### config.mk
export PLATFORM = sky130hd
export DESIGN_NAME = sfrb_bank
export DESIGN_NICKNAME = d
export VERILOG_FILES = /design/src/logic/sfrb_pkg.sv /design/src/logic/sfrb_bank.sv
export SDC_FILE = /design/constraint.sdc
export NUM_CORES = 1
export LEC_CHECK = 0
export BUFFER_PORTS_ARGS = -buffer_cell sky130_fd_sc_hd__buf_2
export CAP_MARGIN = 20
export CORE_MARGIN = 3
export CORE_UTILIZATION = 49
export CTS_BUF_LIST = sky130_fd_sc_hd__clkbuf_8
export DETAILED_ROUTE_END_ITERATION = 16
export HOLD_SLACK_MARGIN = 0.02
export PLACE_DENSITY_LB_ADDON = 0.15
export SYNTH_ARGS = -nofsm -noshare
export SYNTH_HDL_FRONTEND = slang
export SYNTH_SLANG_ARGS = --single-unit
### constraint.sdc
create_clock -name clock -period 2.75 [get_ports clock]
set_clock_uncertainty 0.05 [all_clocks]
set_input_delay 0.1375 -clock clock [delete_from_list [all_inputs] [get_ports clock]]
set_output_delay 0.1375 -clock clock [all_outputs]
set_load 0.01 [all_outputs]
### src/logic/sfrb_pkg.sv
// Contract
// [RULE1] Unassigned addresses read zero, writes ignored
// [RULE2] Software writes no ones to unassigned
// [RULE3] Registers load documented values at reset
// [RULE4] Data write mid-transfer sets collision flag
// [RULE5] Serial data register keeps value over reset
// [RULE6] Enable and priority registers per source
// [RULE7] Memory control routes pointer, EEPROM, bank
// [RULE8] Capture pair takes capture, gives reload
// [RULE9] Timer control at C8, reset zero
// [RULE10] Overflow flag set unless baud use
// [RULE11] Trigger flag set on trigger event
// [RULE12] Receive baud source follows select bit
// [RULE13] Transmit baud source follows select bit
// [RULE14] Trigger edges act only when enabled
// [RULE15] Timer counts only while run set
// [RULE16] Counter select picks pulses or edges
// [RULE17] Capture select picks capture or reload
// [RULE18] Baud use forces auto reload
// [RULE19] Each address selects one register
package sfrb_pkg;
   localparam logic [7:0] ADR_P0 = 8'h80;
   localparam logic [7:0] ADR_SP = 8'h81;
   localparam logic [7:0] ADR_DATA_PTR0_LOW = 8'h82;
   localparam logic [7:0] ADR_DATA_PTR0_HIGH = 8'h83;
   localparam logic [7:0] ADR_DATA_PTR1_LOW = 8'h84;
   localparam logic [7:0] ADR_DATA_PTR1_HIGH = 8'h85;
   localparam logic [7:0] ADR_SPD = 8'h86;
   localparam logic [7:0] ADR_PWR = 8'h87;
   localparam logic [7:0] ADR_TCTL = 8'h88;
   localparam logic [7:0] ADR_TMODE = 8'h89;
   localparam logic [7:0] ADR_TL0 = 8'h8A;
   localparam logic [7:0] ADR_TL1 = 8'h8B;
   localparam logic [7:0] ADR_TH0 = 8'h8C;
   localparam logic [7:0] ADR_TH1 = 8'h8D;
   localparam logic [7:0] ADR_P1 = 8'h90;
   localparam logic [7:0] ADR_WMC = 8'h96;
   localparam logic [7:0] ADR_SCTL = 8'h98;
   localparam logic [7:0] ADR_SERIAL_PORT_BUFFER = 8'h99;
   localparam logic [7:0] ADR_P2 = 8'hA0;
   localparam logic [7:0] ADR_IEN = 8'hA8;
   localparam logic [7:0] ADR_SPS = 8'hAA;
   localparam logic [7:0] ADR_P3 = 8'hB0;
   localparam logic [7:0] ADR_IPR = 8'hB8;
   localparam logic [7:0] ADR_T2C = 8'hC8;
   localparam logic [7:0] ADR_T2M = 8'hC9;
   localparam logic [7:0] ADR_CAPL = 8'hCA;
   localparam logic [7:0] ADR_CAPH = 8'hCB;
   localparam logic [7:0] ADR_T2L = 8'hCC;
   localparam logic [7:0] ADR_T2H = 8'hCD;
   localparam logic [7:0] ADR_PSW = 8'hD0;
   localparam logic [7:0] ADR_SPC = 8'hD5;
   localparam logic [7:0] ADR_ACC = 8'hE0;
   localparam logic [7:0] ADR_B = 8'hF0;
   localparam logic [7:0] ADR_IRQ_STAT = 8'hFA;
   localparam logic [7:0] ADR_IRQ_MASK = 8'hFB;
   localparam logic [7:0] RST_PORT = 8'hFF;
   localparam logic [7:0] RST_SP = 8'h07;
   localparam logic [7:0] RST_WMC = 8'h02;
   localparam logic [7:0] RST_ZERO = 8'h00;
   localparam logic [7:0] RST_SPC = 8'h04;
   localparam int T2_OVF = 7;
   localparam int T2_EXT = 6;
   localparam int T2_RCLK = 5;
   localparam int T2_TX_BAUD_SOURCE_SELECT = 4;
   localparam int T2_EXEN = 3;
   localparam int T2_RUN = 2;
   localparam int T2_CT = 1;
   localparam int T2_CPRL = 0;
   localparam int T2M_UP_DOWN_COUNT_ENABLE = 0;
   localparam int WMC_EEPROM_WRITE_ENABLE = 4;
   localparam int WMC_EEPROM_ACCESS_ENABLE = 3;
   localparam int WMC_DPS = 2;
   localparam int SPS_WRITE_COLLISION_FLAG = 6;
   localparam int IRQ_OVF = 0;
   localparam int IRQ_EXT = 1;
   localparam int IRQ_WRITE_COLLISION_FLAG = 2;
   localparam logic [1:0] IRQ_W = 2'h3;
   typedef enum logic [0:0] {SFRB_IDLE, SFRB_ACK} sfrb_state_t;
endpackage : sfrb_pkg

### src/logic/sfrb_bank.sv
// Implementation choice: the Avalon-MM interface to the registers.
`timescale 1ns/10ps
module sfrb_bank
   import sfrb_pkg::*;
(
   input wire logic clock,
   input wire logic rstn,
   input wire logic [7:0] address,
   input wire logic read,
   input wire logic write,
   input wire logic [31:0] writedata,
   input wire logic [3:0] byteenable,
   output logic [31:0] readdata,
   output logic waitrequest,
   output logic irq,
   input wire logic t2_trigger_pin,
   input wire logic t2_count_input,
   input wire logic timing_pulse,
   input wire logic timer1_overflow,
   input wire logic spi_busy,
   output logic rx_baud_tick,
   output logic tx_baud_tick,
   output logic eeprom_access_enable,
   output logic eeprom_write_enable,
   output logic pointer_bank_select,
   output logic [15:0] data_pointer
);
   typedef struct packed {
      sfrb_state_t st;
      logic [31:0] rdata;
      logic [7:0] sp, data_ptr0_low, data_ptr0_high, data_ptr1_low, data_ptr1_high, pwr, tctl, tmode, tl0, tl1, th0, th1;
      logic [7:0] p0, p1, p2, p3, wmc, sctl, serial_port_buffer, ien, sps, ipr;
      logic [7:0] t2c, t2m, capl, caph, t2l, t2h, program_status_word, spc, acc, b;
      logic [2:0] istat, imask;
      logic trig_d, cnt_d, ovf_d;
   } sfrb_regs_t;

   sfrb_regs_t s_reg, s_next;
   logic [7:0] spd_reg;
   logic [7:0] rd_mux;
   logic acc_go, wr_go;
   logic [7:0] wb;
   logic baud_use, trig_fall, cnt_fall, tick, t2_ovf;
   logic [15:0] t2_cnt;

   // ****************************************
   // Address decode
   // ****************************************
   function automatic logic hit(input logic [7:0] a, input logic [7:0] r);
      return a == r;
   endfunction : hit

   assign acc_go = (read | write) && s_reg.st == SFRB_IDLE;
   // Write lands at the edge that ends the wait, as the master sees it
   assign wr_go = write && s_reg.st == SFRB_ACK && byteenable[0];
   assign wb = writedata[7:0];
   assign waitrequest = (read | write) && s_reg.st == SFRB_IDLE;
   assign readdata = s_reg.rdata;

   always_comb begin
      rd_mux = 8'h00; // Unassigned reads give zero [RULE1]
      case (address) // Full 8-bit decode [RULE19]
         ADR_P0: rd_mux = s_reg.p0;
         ADR_SP: rd_mux = s_reg.sp;
         ADR_DATA_PTR0_LOW: rd_mux = s_reg.data_ptr0_low;
         ADR_DATA_PTR0_HIGH: rd_mux = s_reg.data_ptr0_high;
         ADR_DATA_PTR1_LOW: rd_mux = s_reg.data_ptr1_low;
         ADR_DATA_PTR1_HIGH: rd_mux = s_reg.data_ptr1_high;
         ADR_SPD: rd_mux = spd_reg;
         ADR_PWR: rd_mux = s_reg.pwr;
         ADR_TCTL: rd_mux = s_reg.tctl;
         ADR_TMODE: rd_mux = s_reg.tmode;
         ADR_TL0: rd_mux = s_reg.tl0;
         ADR_TL1: rd_mux = s_reg.tl1;
         ADR_TH0: rd_mux = s_reg.th0;
         ADR_TH1: rd_mux = s_reg.th1;
         ADR_P1: rd_mux = s_reg.p1;
         ADR_WMC: rd_mux = s_reg.wmc;
         ADR_SCTL: rd_mux = s_reg.sctl;
         ADR_SERIAL_PORT_BUFFER: rd_mux = s_reg.serial_port_buffer;
         ADR_P2: rd_mux = s_reg.p2;
         ADR_IEN: rd_mux = s_reg.ien;
         ADR_SPS: rd_mux = s_reg.sps;
         ADR_P3: rd_mux = s_reg.p3;
         ADR_IPR: rd_mux = s_reg.ipr;
         ADR_T2C: rd_mux = s_reg.t2c;
         ADR_T2M: rd_mux = s_reg.t2m;
         ADR_CAPL: rd_mux = s_reg.capl;
         ADR_CAPH: rd_mux = s_reg.caph;
         ADR_T2L: rd_mux = s_reg.t2l;
         ADR_T2H: rd_mux = s_reg.t2h;
         ADR_PSW: rd_mux = s_reg.program_status_word;
         ADR_SPC: rd_mux = s_reg.spc;
         ADR_ACC: rd_mux = s_reg.acc;
         ADR_B: rd_mux = s_reg.b;
         ADR_IRQ_STAT: rd_mux = {5'h00, s_reg.istat};
         ADR_IRQ_MASK: rd_mux = {5'h00, s_reg.imask};
         default: rd_mux = 8'h00;
      endcase
   end

   // ****************************************
   // Timer 2 control semantics
   // ****************************************
   assign baud_use = s_reg.t2c[T2_RCLK] | s_reg.t2c[T2_TX_BAUD_SOURCE_SELECT];
   assign trig_fall = s_reg.trig_d & ~t2_trigger_pin;
   assign cnt_fall = s_reg.cnt_d & ~t2_count_input;
   // Pulses or external falling edges, gated by run [RULE15] [RULE16]
   assign tick = s_reg.t2c[T2_RUN] &
      (s_reg.t2c[T2_CT] ? cnt_fall : timing_pulse);
   assign t2_cnt = {s_reg.t2h, s_reg.t2l};
   assign t2_ovf = tick && t2_cnt == 16'hFFFF;
   // Baud tick source per direction [RULE12] [RULE13]
   assign rx_baud_tick = s_reg.t2c[T2_RCLK] ? s_reg.ovf_d : timer1_overflow;
   assign tx_baud_tick = s_reg.t2c[T2_TX_BAUD_SOURCE_SELECT] ? s_reg.ovf_d : timer1_overflow;
   // Memory control outputs [RULE7]
   assign eeprom_access_enable = s_reg.wmc[WMC_EEPROM_ACCESS_ENABLE];
   assign eeprom_write_enable = s_reg.wmc[WMC_EEPROM_WRITE_ENABLE];
   assign pointer_bank_select = s_reg.wmc[WMC_DPS];
   assign data_pointer = s_reg.wmc[WMC_DPS] ? {s_reg.data_ptr1_high, s_reg.data_ptr1_low} :
      {s_reg.data_ptr0_high, s_reg.data_ptr0_low};
   assign irq = |(s_reg.istat & s_reg.imask);

   always_comb begin
      logic ext_ev, ovf_set, ext_set, write_collision_flag_set;
      logic [15:0] nc;
      s_next = s_reg;
      ext_ev = 1'b0;
      ovf_set = 1'b0;
      ext_set = 1'b0;
      write_collision_flag_set = 1'b0;
      nc = t2_cnt;
      s_next.trig_d = t2_trigger_pin;
      s_next.cnt_d = t2_count_input;
      s_next.ovf_d = t2_ovf;
      s_next.st = acc_go ? SFRB_ACK : SFRB_IDLE;
      if (acc_go && read) begin
         s_next.rdata = {24'h000000, rd_mux};
      end
      if (wr_go) begin
         case (address) // Unassigned writes dropped [RULE1] [RULE19]
            ADR_P0: s_next.p0 = wb;
            ADR_SP: s_next.sp = wb;
            ADR_DATA_PTR0_LOW: s_next.data_ptr0_low = wb;
            ADR_DATA_PTR0_HIGH: s_next.data_ptr0_high = wb;
            ADR_DATA_PTR1_LOW: s_next.data_ptr1_low = wb;
            ADR_DATA_PTR1_HIGH: s_next.data_ptr1_high = wb;
            ADR_PWR: s_next.pwr = wb;
            ADR_TCTL: s_next.tctl = wb;
            ADR_TMODE: s_next.tmode = wb;
            ADR_TL0: s_next.tl0 = wb;
            ADR_TL1: s_next.tl1 = wb;
            ADR_TH0: s_next.th0 = wb;
            ADR_TH1: s_next.th1 = wb;
            ADR_P1: s_next.p1 = wb;
            ADR_WMC: s_next.wmc = wb; // [RULE7]
            ADR_SCTL: s_next.sctl = wb;
            ADR_SERIAL_PORT_BUFFER: s_next.serial_port_buffer = wb;
            ADR_P2: s_next.p2 = wb;
            ADR_IEN: s_next.ien = wb; // [RULE6]
            ADR_SPS: s_next.sps = wb;
            ADR_P3: s_next.p3 = wb;
            ADR_IPR: s_next.ipr = {2'h0, wb[5:0]}; // Six sources [RULE6]
            ADR_T2C: s_next.t2c = wb; // [RULE9]
            ADR_T2M: s_next.t2m = wb;
            ADR_CAPL: s_next.capl = wb;
            ADR_CAPH: s_next.caph = wb;
            ADR_PSW: s_next.program_status_word = wb;
            ADR_SPC: s_next.spc = wb; // [RULE6]
            ADR_ACC: s_next.acc = wb;
            ADR_B: s_next.b = wb;
            ADR_IRQ_MASK: s_next.imask = wb[2:0];
            ADR_IRQ_STAT: s_next.istat = s_reg.istat & ~wb[2:0];
            default: ;
         endcase
      end
      // Trigger edges only with enable and no baud use [RULE14]
      ext_ev = trig_fall && s_reg.t2c[T2_EXEN] && !baud_use;
      if (tick) begin
         nc = t2_cnt + 16'h0001;
      end
      if (t2_ovf) begin
         nc = {s_reg.caph, s_reg.capl}; // Reload from capture pair on every overflow, baud use or not [RULE18]
         ovf_set = !baud_use; // [RULE10]
      end
      if (ext_ev) begin
         ext_set = 1'b1; // [RULE11]
         if (s_reg.t2c[T2_CPRL]) begin
            s_next.caph = t2_cnt[15:8]; // Capture [RULE8] [RULE17]
            s_next.capl = t2_cnt[7:0];
         end else begin
            nc = {s_reg.caph, s_reg.capl}; // Reload [RULE8] [RULE17]
         end
      end
      if (!(wr_go && (address == ADR_T2L || address == ADR_T2H))) begin
         s_next.t2h = nc[15:8];
         s_next.t2l = nc[7:0];
      end else if (address == ADR_T2L) begin
         s_next.t2l = wb;
      end else begin
         s_next.t2h = wb;
      end
      // Hardware set wins over software clear
      if (ovf_set) begin
         s_next.t2c[T2_OVF] = 1'b1;
      end
      if (ext_set) begin
         s_next.t2c[T2_EXT] = 1'b1;
      end
      // Collision on data write mid transfer [RULE4]
      write_collision_flag_set = wr_go && hit(address, ADR_SPD) && spi_busy;
      if (write_collision_flag_set) begin
         s_next.sps[SPS_WRITE_COLLISION_FLAG] = 1'b1;
      end
      // Up/down mode keeps trigger flag out of interrupt [RULE11]
      s_next.istat = s_next.istat | {write_collision_flag_set,
         ext_set && !s_reg.t2m[T2M_UP_DOWN_COUNT_ENABLE], ovf_set};
   end

   always_ff @(posedge clock or negedge rstn) begin
      if (!rstn) begin
         s_reg <= '0; // Most registers zero [RULE3]
         s_reg.p0 <= RST_PORT;
         s_reg.p1 <= RST_PORT;
         s_reg.p2 <= RST_PORT;
         s_reg.p3 <= RST_PORT;
         s_reg.sp <= RST_SP;
         s_reg.wmc <= RST_WMC;
         s_reg.spc <= RST_SPC;
         s_reg.t2c <= RST_ZERO; // [RULE9]
         s_reg.trig_d <= 1'b1;
         s_reg.cnt_d <= 1'b1;
      end else begin
         s_reg <= s_next;
      end
   end

   // Data register has no reset on purpose [RULE5]
   always_ff @(posedge clock) begin
      if (wr_go && hit(address, ADR_SPD)) begin
         spd_reg <= wb;
      end
   end

   // ****************************************
   // Checks
   // ****************************************
   a_ovf_set: assert property (@(posedge clock) disable iff (!rstn) // [RULE10]
      t2_ovf && !baud_use |=> s_reg.t2c[T2_OVF]) else $error("overflow flag missed");
   a_ovf_baud: assert property (@(posedge clock) disable iff (!rstn) // [RULE10]
      !s_reg.t2c[T2_OVF] && baud_use && !wr_go |=> !s_reg.t2c[T2_OVF])
      else $error("overflow flag set in baud use");
   a_ext_flag: assert property (@(posedge clock) disable iff (!rstn) // [RULE11]
      trig_fall && s_reg.t2c[T2_EXEN] && !baud_use |=> s_reg.t2c[T2_EXT])
      else $error("external flag missed");
   a_trig_off: assert property (@(posedge clock) disable iff (!rstn) // [RULE14]
      trig_fall && !s_reg.t2c[T2_EXEN] && !t2_ovf && !tick && !wr_go
      |=> $stable({s_reg.t2h, s_reg.t2l})) else $error("trigger not ignored");
   a_run_stop: assert property (@(posedge clock) disable iff (!rstn) // [RULE15]
      !s_reg.t2c[T2_RUN] && !trig_fall && !wr_go |=> $stable({s_reg.t2h, s_reg.t2l}))
      else $error("timer ran while stopped");
   a_capture: assert property (@(posedge clock) disable iff (!rstn) // [RULE17]
      trig_fall && s_reg.t2c[T2_EXEN] && s_reg.t2c[T2_CPRL] && !baud_use
      |=> {s_reg.caph, s_reg.capl} == $past(t2_cnt)) else $error("capture wrong");
   a_reload: assert property (@(posedge clock) disable iff (!rstn) // [RULE18]
      t2_ovf && !wr_go |=> {s_reg.t2h, s_reg.t2l} == $past({s_reg.caph, s_reg.capl}))
      else $error("reload wrong");
   a_write_collision_flag_set: assert property (@(posedge clock) disable iff (!rstn) // [RULE4]
      wr_go && address == ADR_SPD && spi_busy |=> s_reg.sps[SPS_WRITE_COLLISION_FLAG])
      else $error("collision flag missed");
   a_rx_src: assert property (@(posedge clock) disable iff (!rstn) // [RULE12]
      !s_reg.t2c[T2_RCLK] |-> rx_baud_tick == timer1_overflow)
      else $error("receive baud source wrong");
   a_bus_ack: assert property (@(posedge clock) disable iff (!rstn) // [RULE19]
      read && waitrequest |=> !waitrequest) else $error("bus not acknowledged");
   c_overflow: cover property (@(posedge clock) disable iff (!rstn) t2_ovf);
   c_capture: cover property (@(posedge clock) disable iff (!rstn)
      trig_fall && s_reg.t2c[T2_EXEN] && s_reg.t2c[T2_CPRL]);
   c_write_collision_flag: cover property (@(posedge clock) disable iff (!rstn)
      wr_go && address == ADR_SPD && spi_busy);
   c_irq: cover property (@(posedge clock) disable iff (!rstn) irq);

   // ****************************************
   // Baud source, flag, counter, priority and reset checks
   // ****************************************
   a_tx_src: assert property (@(posedge clock) disable iff (!rstn) // [RULE13]
      !s_reg.t2c[T2_TX_BAUD_SOURCE_SELECT] |-> tx_baud_tick == timer1_overflow)
      else $error("transmit baud source wrong");
   a_rx_t2: assert property (@(posedge clock) disable iff (!rstn) // [RULE12]
      t2_ovf && s_reg.t2c[T2_RCLK] && !wr_go |=> rx_baud_tick)
      else $error("receive baud tick missed");
   a_tx_t2: assert property (@(posedge clock) disable iff (!rstn) // [RULE13]
      t2_ovf && s_reg.t2c[T2_TX_BAUD_SOURCE_SELECT] && !wr_go |=> tx_baud_tick)
      else $error("transmit baud tick missed");
   a_ovf_hold: assert property (@(posedge clock) disable iff (!rstn) // [RULE10]
      s_reg.t2c[T2_OVF] && !(wr_go && address == ADR_T2C) |=> s_reg.t2c[T2_OVF])
      else $error("overflow flag lost");
   a_ext_hold: assert property (@(posedge clock) disable iff (!rstn) // [RULE11]
      s_reg.t2c[T2_EXT] && !(wr_go && address == ADR_T2C) |=> s_reg.t2c[T2_EXT])
      else $error("external flag lost");
   a_ext_irq: assert property (@(posedge clock) disable iff (!rstn) // [RULE11]
      trig_fall && s_reg.t2c[T2_EXEN] && !baud_use && !s_reg.t2m[T2M_UP_DOWN_COUNT_ENABLE]
      |=> s_reg.istat[IRQ_EXT]) else $error("external interrupt missed");
   a_ext_updown: assert property (@(posedge clock) disable iff (!rstn) // [RULE11]
      !s_reg.istat[IRQ_EXT] && s_reg.t2m[T2M_UP_DOWN_COUNT_ENABLE] |=> !s_reg.istat[IRQ_EXT])
      else $error("external interrupt in up/down mode");
   a_trig_reload: assert property (@(posedge clock) disable iff (!rstn) // [RULE17]
      trig_fall && s_reg.t2c[T2_EXEN] && !s_reg.t2c[T2_CPRL] && !baud_use && !wr_go
      |=> {s_reg.t2h, s_reg.t2l} == $past({s_reg.caph, s_reg.capl}))
      else $error("trigger reload wrong");
   a_count_step: assert property (@(posedge clock) disable iff (!rstn) // [RULE15]
      tick && !t2_ovf && !trig_fall && !wr_go
      |=> {s_reg.t2h, s_reg.t2l} == $past(t2_cnt) + 16'h0001)
      else $error("count step wrong");
   a_ct_gate: assert property (@(posedge clock) disable iff (!rstn) // [RULE16]
      s_reg.t2c[T2_CT] && !cnt_fall |-> !tick) else $error("counter mode took a pulse");
   a_ipr_top: assert property (@(posedge clock) disable iff (!rstn) // [RULE6]
      s_reg.ipr[7:6] == 2'h0) else $error("priority spare bits set");
   a_write_collision_flag_hold: assert property (@(posedge clock) disable iff (!rstn) // [RULE4]
      s_reg.sps[SPS_WRITE_COLLISION_FLAG] && !(wr_go && address == ADR_SPS) |=> s_reg.sps[SPS_WRITE_COLLISION_FLAG])
      else $error("collision flag lost");
   a_reset_vals: assert property (@(posedge clock) // [RULE3]
      $rose(rstn) |-> s_reg.p0 == RST_PORT && s_reg.sp == RST_SP && s_reg.wmc == RST_WMC
      && s_reg.t2c == RST_ZERO) else $error("reset values wrong");

   // ****************************************
   // Bus and decode checks
   // ****************************************
   // Separate decode, so a slip in the read mux cannot hide
   function automatic logic is_mapped(input logic [7:0] a);
      case (a)
         ADR_P0,
         ADR_SP,
         ADR_DATA_PTR0_LOW,
         ADR_DATA_PTR0_HIGH,
         ADR_DATA_PTR1_LOW,
         ADR_DATA_PTR1_HIGH,
         ADR_SPD,
         ADR_PWR,
         ADR_TCTL,
         ADR_TMODE,
         ADR_TL0,
         ADR_TL1,
         ADR_TH0,
         ADR_TH1,
         ADR_P1,
         ADR_WMC,
         ADR_SCTL,
         ADR_SERIAL_PORT_BUFFER,
         ADR_P2,
         ADR_IEN,
         ADR_SPS,
         ADR_P3,
         ADR_IPR,
         ADR_T2C,
         ADR_T2M,
         ADR_CAPL,
         ADR_CAPH,
         ADR_T2L,
         ADR_T2H,
         ADR_PSW,
         ADR_SPC,
         ADR_ACC,
         ADR_B,
         ADR_IRQ_STAT,
         ADR_IRQ_MASK: return 1'b1;
         default: return 1'b0;
      endcase
   endfunction : is_mapped

   a_unmapped_rd: assert property (@(posedge clock) disable iff (!rstn) // [RULE1]
      acc_go && read && !is_mapped(address) |=> readdata == 32'h00000000)
      else $error("unassigned read not zero");
   a_rdata_upper: assert property (@(posedge clock) disable iff (!rstn) // [RULE19]
      readdata[31:8] == 24'h000000) else $error("read data upper bits set");
   a_write_ack: assert property (@(posedge clock) disable iff (!rstn) // [RULE19]
      write && waitrequest |=> !waitrequest) else $error("write not acknowledged");
   c_unmapped: cover property (@(posedge clock) disable iff (!rstn)
      acc_go && read && !is_mapped(address));
endmodule : sfrb_bank

## Yosys cells after proc, flatten, opt, wreduce, memory -nomap -nowiden

Cells that the tools add are included.
W data, S select, Z words.

| word-level totals | value |
|---|---|
| bits of input ports | 53 |
| logic and storage cells | 177 |
| register bits | 280 |
| output and inout port bits | 55 |

| operators by class | value |
|---|---|
| bitwise gates (word level) | 12 |
| reduce and logical (&&, ||, !) cells | 53 |
| equality and inequality tests | 38 |
| mux-type cells | 30 |
| add/subtract/negate cells | 1 |

Operators by type and width:

| kind | count |
|---|---|
| $eq A8 B8 Y1 const B | 35 |
| $pmux W8 S35 | 1 |
| $mux W16 | 8 |
| $reduce_and A2 Y1 | 32 |
| $mux W8 | 6 |
| $mux W47 | 1 |
| $add A16 B1 Y16 const B | 1 |
| $eq A16 B16 Y1 const B | 1 |
| $mux W6 | 2 |
| $reduce_bool A2 Y1 | 6 |
| $logic_and A1 B1 Y1 | 11 |
| $mux W1 | 9 |
| $mux W7 | 1 |
| $and A3 B3 Y3 | 2 |
| $mux W3 | 2 |
| $ne A2 B2 Y1 const B | 2 |
| $and A1 B1 Y1 | 3 |
| $not A1 Y1 | 3 |
| $not A3 Y3 | 1 |
| $or A3 B3 Y3 | 1 |
| $reduce_or A3 Y1 | 1 |
| $logic_not A1 Y1 | 2 |
| $or A1 B1 Y1 | 2 |
| $logic_or A1 B1 Y1 | 1 |

## Logic depth before layout (Yosys ltp)

| logic depth | value |
|---|---|
| depth after elaboration | 9 |
| depth in mapped cells | 9 |
| gate-level depth less buffers | 7 |

## Worst setup path before layout

OpenSTA, ideal clock, no wires.

| path | value |
|---|---|
| path type | flip-flop to flip-flop |
| start | register s_reg[56] in the netlist's numbering |
| end | register s_reg[54] in the netlist's numbering |
| data arrival time | 1938 ps |
| period minus slack after synthesis | 2119 ps |
| cell stages (with the launch flop) | 10 |
| required time | 2569 ps |
| path buffers | 2 |
| setup time | 131 ps |
| setup slack | 631 ps |
| path through | dfrtp_1 > buf_2 > and4_4 > nand4_1 > or4_1 > buf_6 > clkinv_4 > nor3_2 > a222oi_1 > nand2_1 |

RTL lines:

| what | RTL line | RTL |
|---|---|---|
| start, declared | sfrb_bank.sv:38 | `sfrb_regs_t s_reg, s_next;` |
| start signal, assigned | sfrb_bank.sv:234 | `s_reg <= s_next;` |

==> results.toml <==
[timing]
hold_viol = 0
period_share = 0.938
max_slew.worst_pin.slew_ns = 0.955
rsz0062_at_grt = "false"
slew_headroom = 0.363
fmax_ghz = 0.388
tns_ns = 0
fin_crit_ns = 2.58
slew_violations = 0
setup_viol = 0

[placement]
dp_cells = 1673
port-buffer-count = 56
place.gp.congestion = 0.978
dp_hpwl_um = 34000

[die]
placementRows = 62
die_w_um = 178
start_util = 0.500
core_um2 = 28900
io_pins = 108
die_h_um = 178
die_area_um2 = 31500

[hold_path]
hold_path.class = "input port to asynchronous set/reset pin"

[global_route]
antenna_found_initial = 1
grt_pass1_vias = 11200
grt_usage = 0.315
grt_pass1_wl_um = 73800
grt-ovfl-total = 0
grt_max_degree = 79

[power]
p_per_area_nw_per_um2 = 522
power_frac_comb = 0.076
p_leak_nw = 7.69
internal_power_mw = 6.30
seqPwrFrac = 0.500
peakVddDrop_uv = 506
switching_power_mw = 2.28
clock_power_share = 0.425
switching_share = 0.266

[drt]
via_per_inst = 6.49
drc = 0
wl_met3_um = 4780
drt_first_pass_iters = 6
finalWirelength_um = 49700
vias = 11500
wl_per_cell_um = 28.1
drt_iter0_drc = 1533
drt-met1-wl_um = 20500
ant_nets = 0
wl_met2_um = 22700
highest_layer = "met5"

[final_layout]
layoutNonFillerInstCount = 1770
fin_nets = 1400
n_antenna_cell = 0
largest_reg_flops = 261
drive_above_1_share = 0.385
area_delta_synth_final_pct = 14.1

[setup_path]
slowest_delay_ns = 0.62
cp.arrival_ns = 3.00
crit_chain = "and3b_1, o211ai_1, or4_1, clkinv_4, nor2_1, o22ai_1, a31o_2"
cp.required_ns = 3.17
slowest_stage = "nor2_1"
path_class = "flip-flop to flip-flop"
end_kind = "flip-flop"
start_kind = "flip-flop"
path_max_fanout = 9

[clocking]
cts-htree-levels = 2
clock-root-buffer = "clkbuf_8"
clock-sinks = 280
numCtsBuffers = 49
cts_tree = "done"
clk_pin_slew_ns = 0.06
insertion_delay_ns = 0.58
cts_setup_buffers = 0
clock_path_buffers = 3

[run]
cap_violations = 0

[logic_synthesis]
synth-xor-area-share = 0.00911
async_flop_share = 0.971
synthSimpleGateAreaFrac = 0.122
synthMuxAreaShare = 0.207
yosys_most_used_dff = "dfrtp_1"
synth_enable_flop_cells = 8
synth_cells = 1236
ys_warn_count = 0
synth_top_family_by_area = "multiplexers"
synthAdderAreaFrac = 0.000868
yosys_register_bits = 280
seq_area_frac_synth = 0.492
post_synth.cell_area_avg_um2 = 11.7
ys_types = 85
synth_compound_area_frac = 0.120
synthesis.area_um2 = 14400

[run_status]
status = "completed"
layout make-up:
cell class | count | area [um2]
Fill cell | 2526 | 12400
Sequential cell | 280 | 7100
Tap cell | 384 | 480
Inverter | 12 | 50.0
Timing Repair Buffer | 162 | 1160
Multi-Input combinational cell | 841 | 6750
Clock buffer | 57 | 785
Clock inverter | 34 | 140
cell usage after synthesis, drive strengths merged, types with 5 or more instances:
master | n | area share
o22ai | 14 | 0.0061
and3 | 14 | 0.0061
nor4 | 13 | 0.0086
xor2 | 10 | 0.0061
xnor2 | 5 | 0.0030
nor2b | 9 | 0.0039
edfxtp | 8 | 0.017
inv | 11 | 0.0029
nand2 | 75 | 0.020
a22oi | 53 | 0.028
mux2i | 31 | 0.022
o211ai | 8 | 0.0042
a22o | 8 | 0.0049
nand4 | 13 | 0.0056
a222oi | 8 | 0.0056
a21oi | 28 | 0.010
nand3 | 55 | 0.023
buf | 76 | 0.033
clkbuf | 50 | 0.013
mux2 | 238 | 0.19
a32oi | 28 | 0.017
a221oi | 11 | 0.0071
dfstp | 39 | 0.071
nor3 | 15 | 0.0088
dfrtp | 233 | 0.40
nor2 | 49 | 0.014
a2111oi | 5 | 0.0030
and2 | 8 | 0.0035
nand2b | 5 | 0.0022
o21ai | 37 | 0.013
metrics by stage:
step                      instance area, um2  worst slack, ns   util  hold slack (ns)  total power, mW
after floorplan                        14500            0.631      -           -0.208             4.67
after global placement                 15500            0.128  0.536           0.0679             4.98
after detailed placement               15500            0.103  0.536           0.0686             4.99
after CTS                              16500            0.191  0.570           0.0355             8.61
after global routing                   16500           0.0966  0.570           0.0412             8.86
final                                  16500            0.171  0.570           0.0526             8.58
power by group through the flow:
stage / Combinational [mW] / Clock, mW / Sequential (mW)
final: 0.648 / 3.64 / 4.29
after global routing: 0.690 / 3.88 / 4.30
after CTS: 0.640 / 3.69 / 4.29
after detailed placement: 0.630 / 0 / 4.36
after global placement: 0.626 / 0 / 4.36
after floorplan: 0.330 / 0 / 4.34
path summary, 6_finish.rpt:
check / start / endpoint / slack [ns] / depth (start not counted)
min in group clock: writedata[1] / spd_reg[1] / 0.06 / 1
worst min register to register: s_reg[297] / s_reg[297] / 0.44 / 1
worst max-delay path: s_reg[82] / s_reg[55] / 0.17 / 7
worst max register to register: s_reg[82] / s_reg[55] / 0.17 / 7
worst min-delay path: rstn / s_reg[54] / 0.05 / 2
max in group asynchronous: rstn / s_reg[147] / 1.61 / 3
logic make-up after synthesis:
family                     count (synthesis)
buffers and inverters                    138
adders and majority gates                  1
AOI/OAI and AO/OA                        235
DFF                                      280
other                                      1
and+or+nand+nor                          297
xor gates and xnor gates                  15
muxes                                    269
layer usage:
metal	global-route usage	up-vias
met4	0.113	2
met3	0.0644	121
met2	0.486	650
li1	-	4829
met1	0.443	5890
met5	0	-
critical path, delay by kind of cell, from the launching register on:
family          cells  cell delay (ns)
compound gates      3             0.73
buf+inv             1             0.08
flops               1             0.46
simple gates        3             1.13
layout by cell type, fill, tap and decap left out, types with 8 or more instances in the layout:
cell type  count
mux2i_1       31
nand3_1       50
dfstp_2       39
nor2_1        44
xor2_1        10
dfrtp_1      233
buf_4         95
a32oi_1       28
inv_1         37
a221oi_1      10
a222oi_1       8
conb_1        24
nor2b_1        9
o211ai_1       8
and3_1        14
nand4_1       13
nor4_1         9
buf_2         55
a22oi_1       53
a22o_1         8
a21oi_1       27
o22ai_1       14
nand2_1       74
mux2_2       237
o21ai_0       34
edfxtp_1       8
clkbuf_8      57
repair_timing:
action | in CTS | in global routing
setup endpoints to repair | 0 | 0
hold buffers | 6 | 0
hold endpoints to repair | 181 | 0
gates resized for setup | 0 | 0
Note: power is estimated with default switching activity, not from simulation.
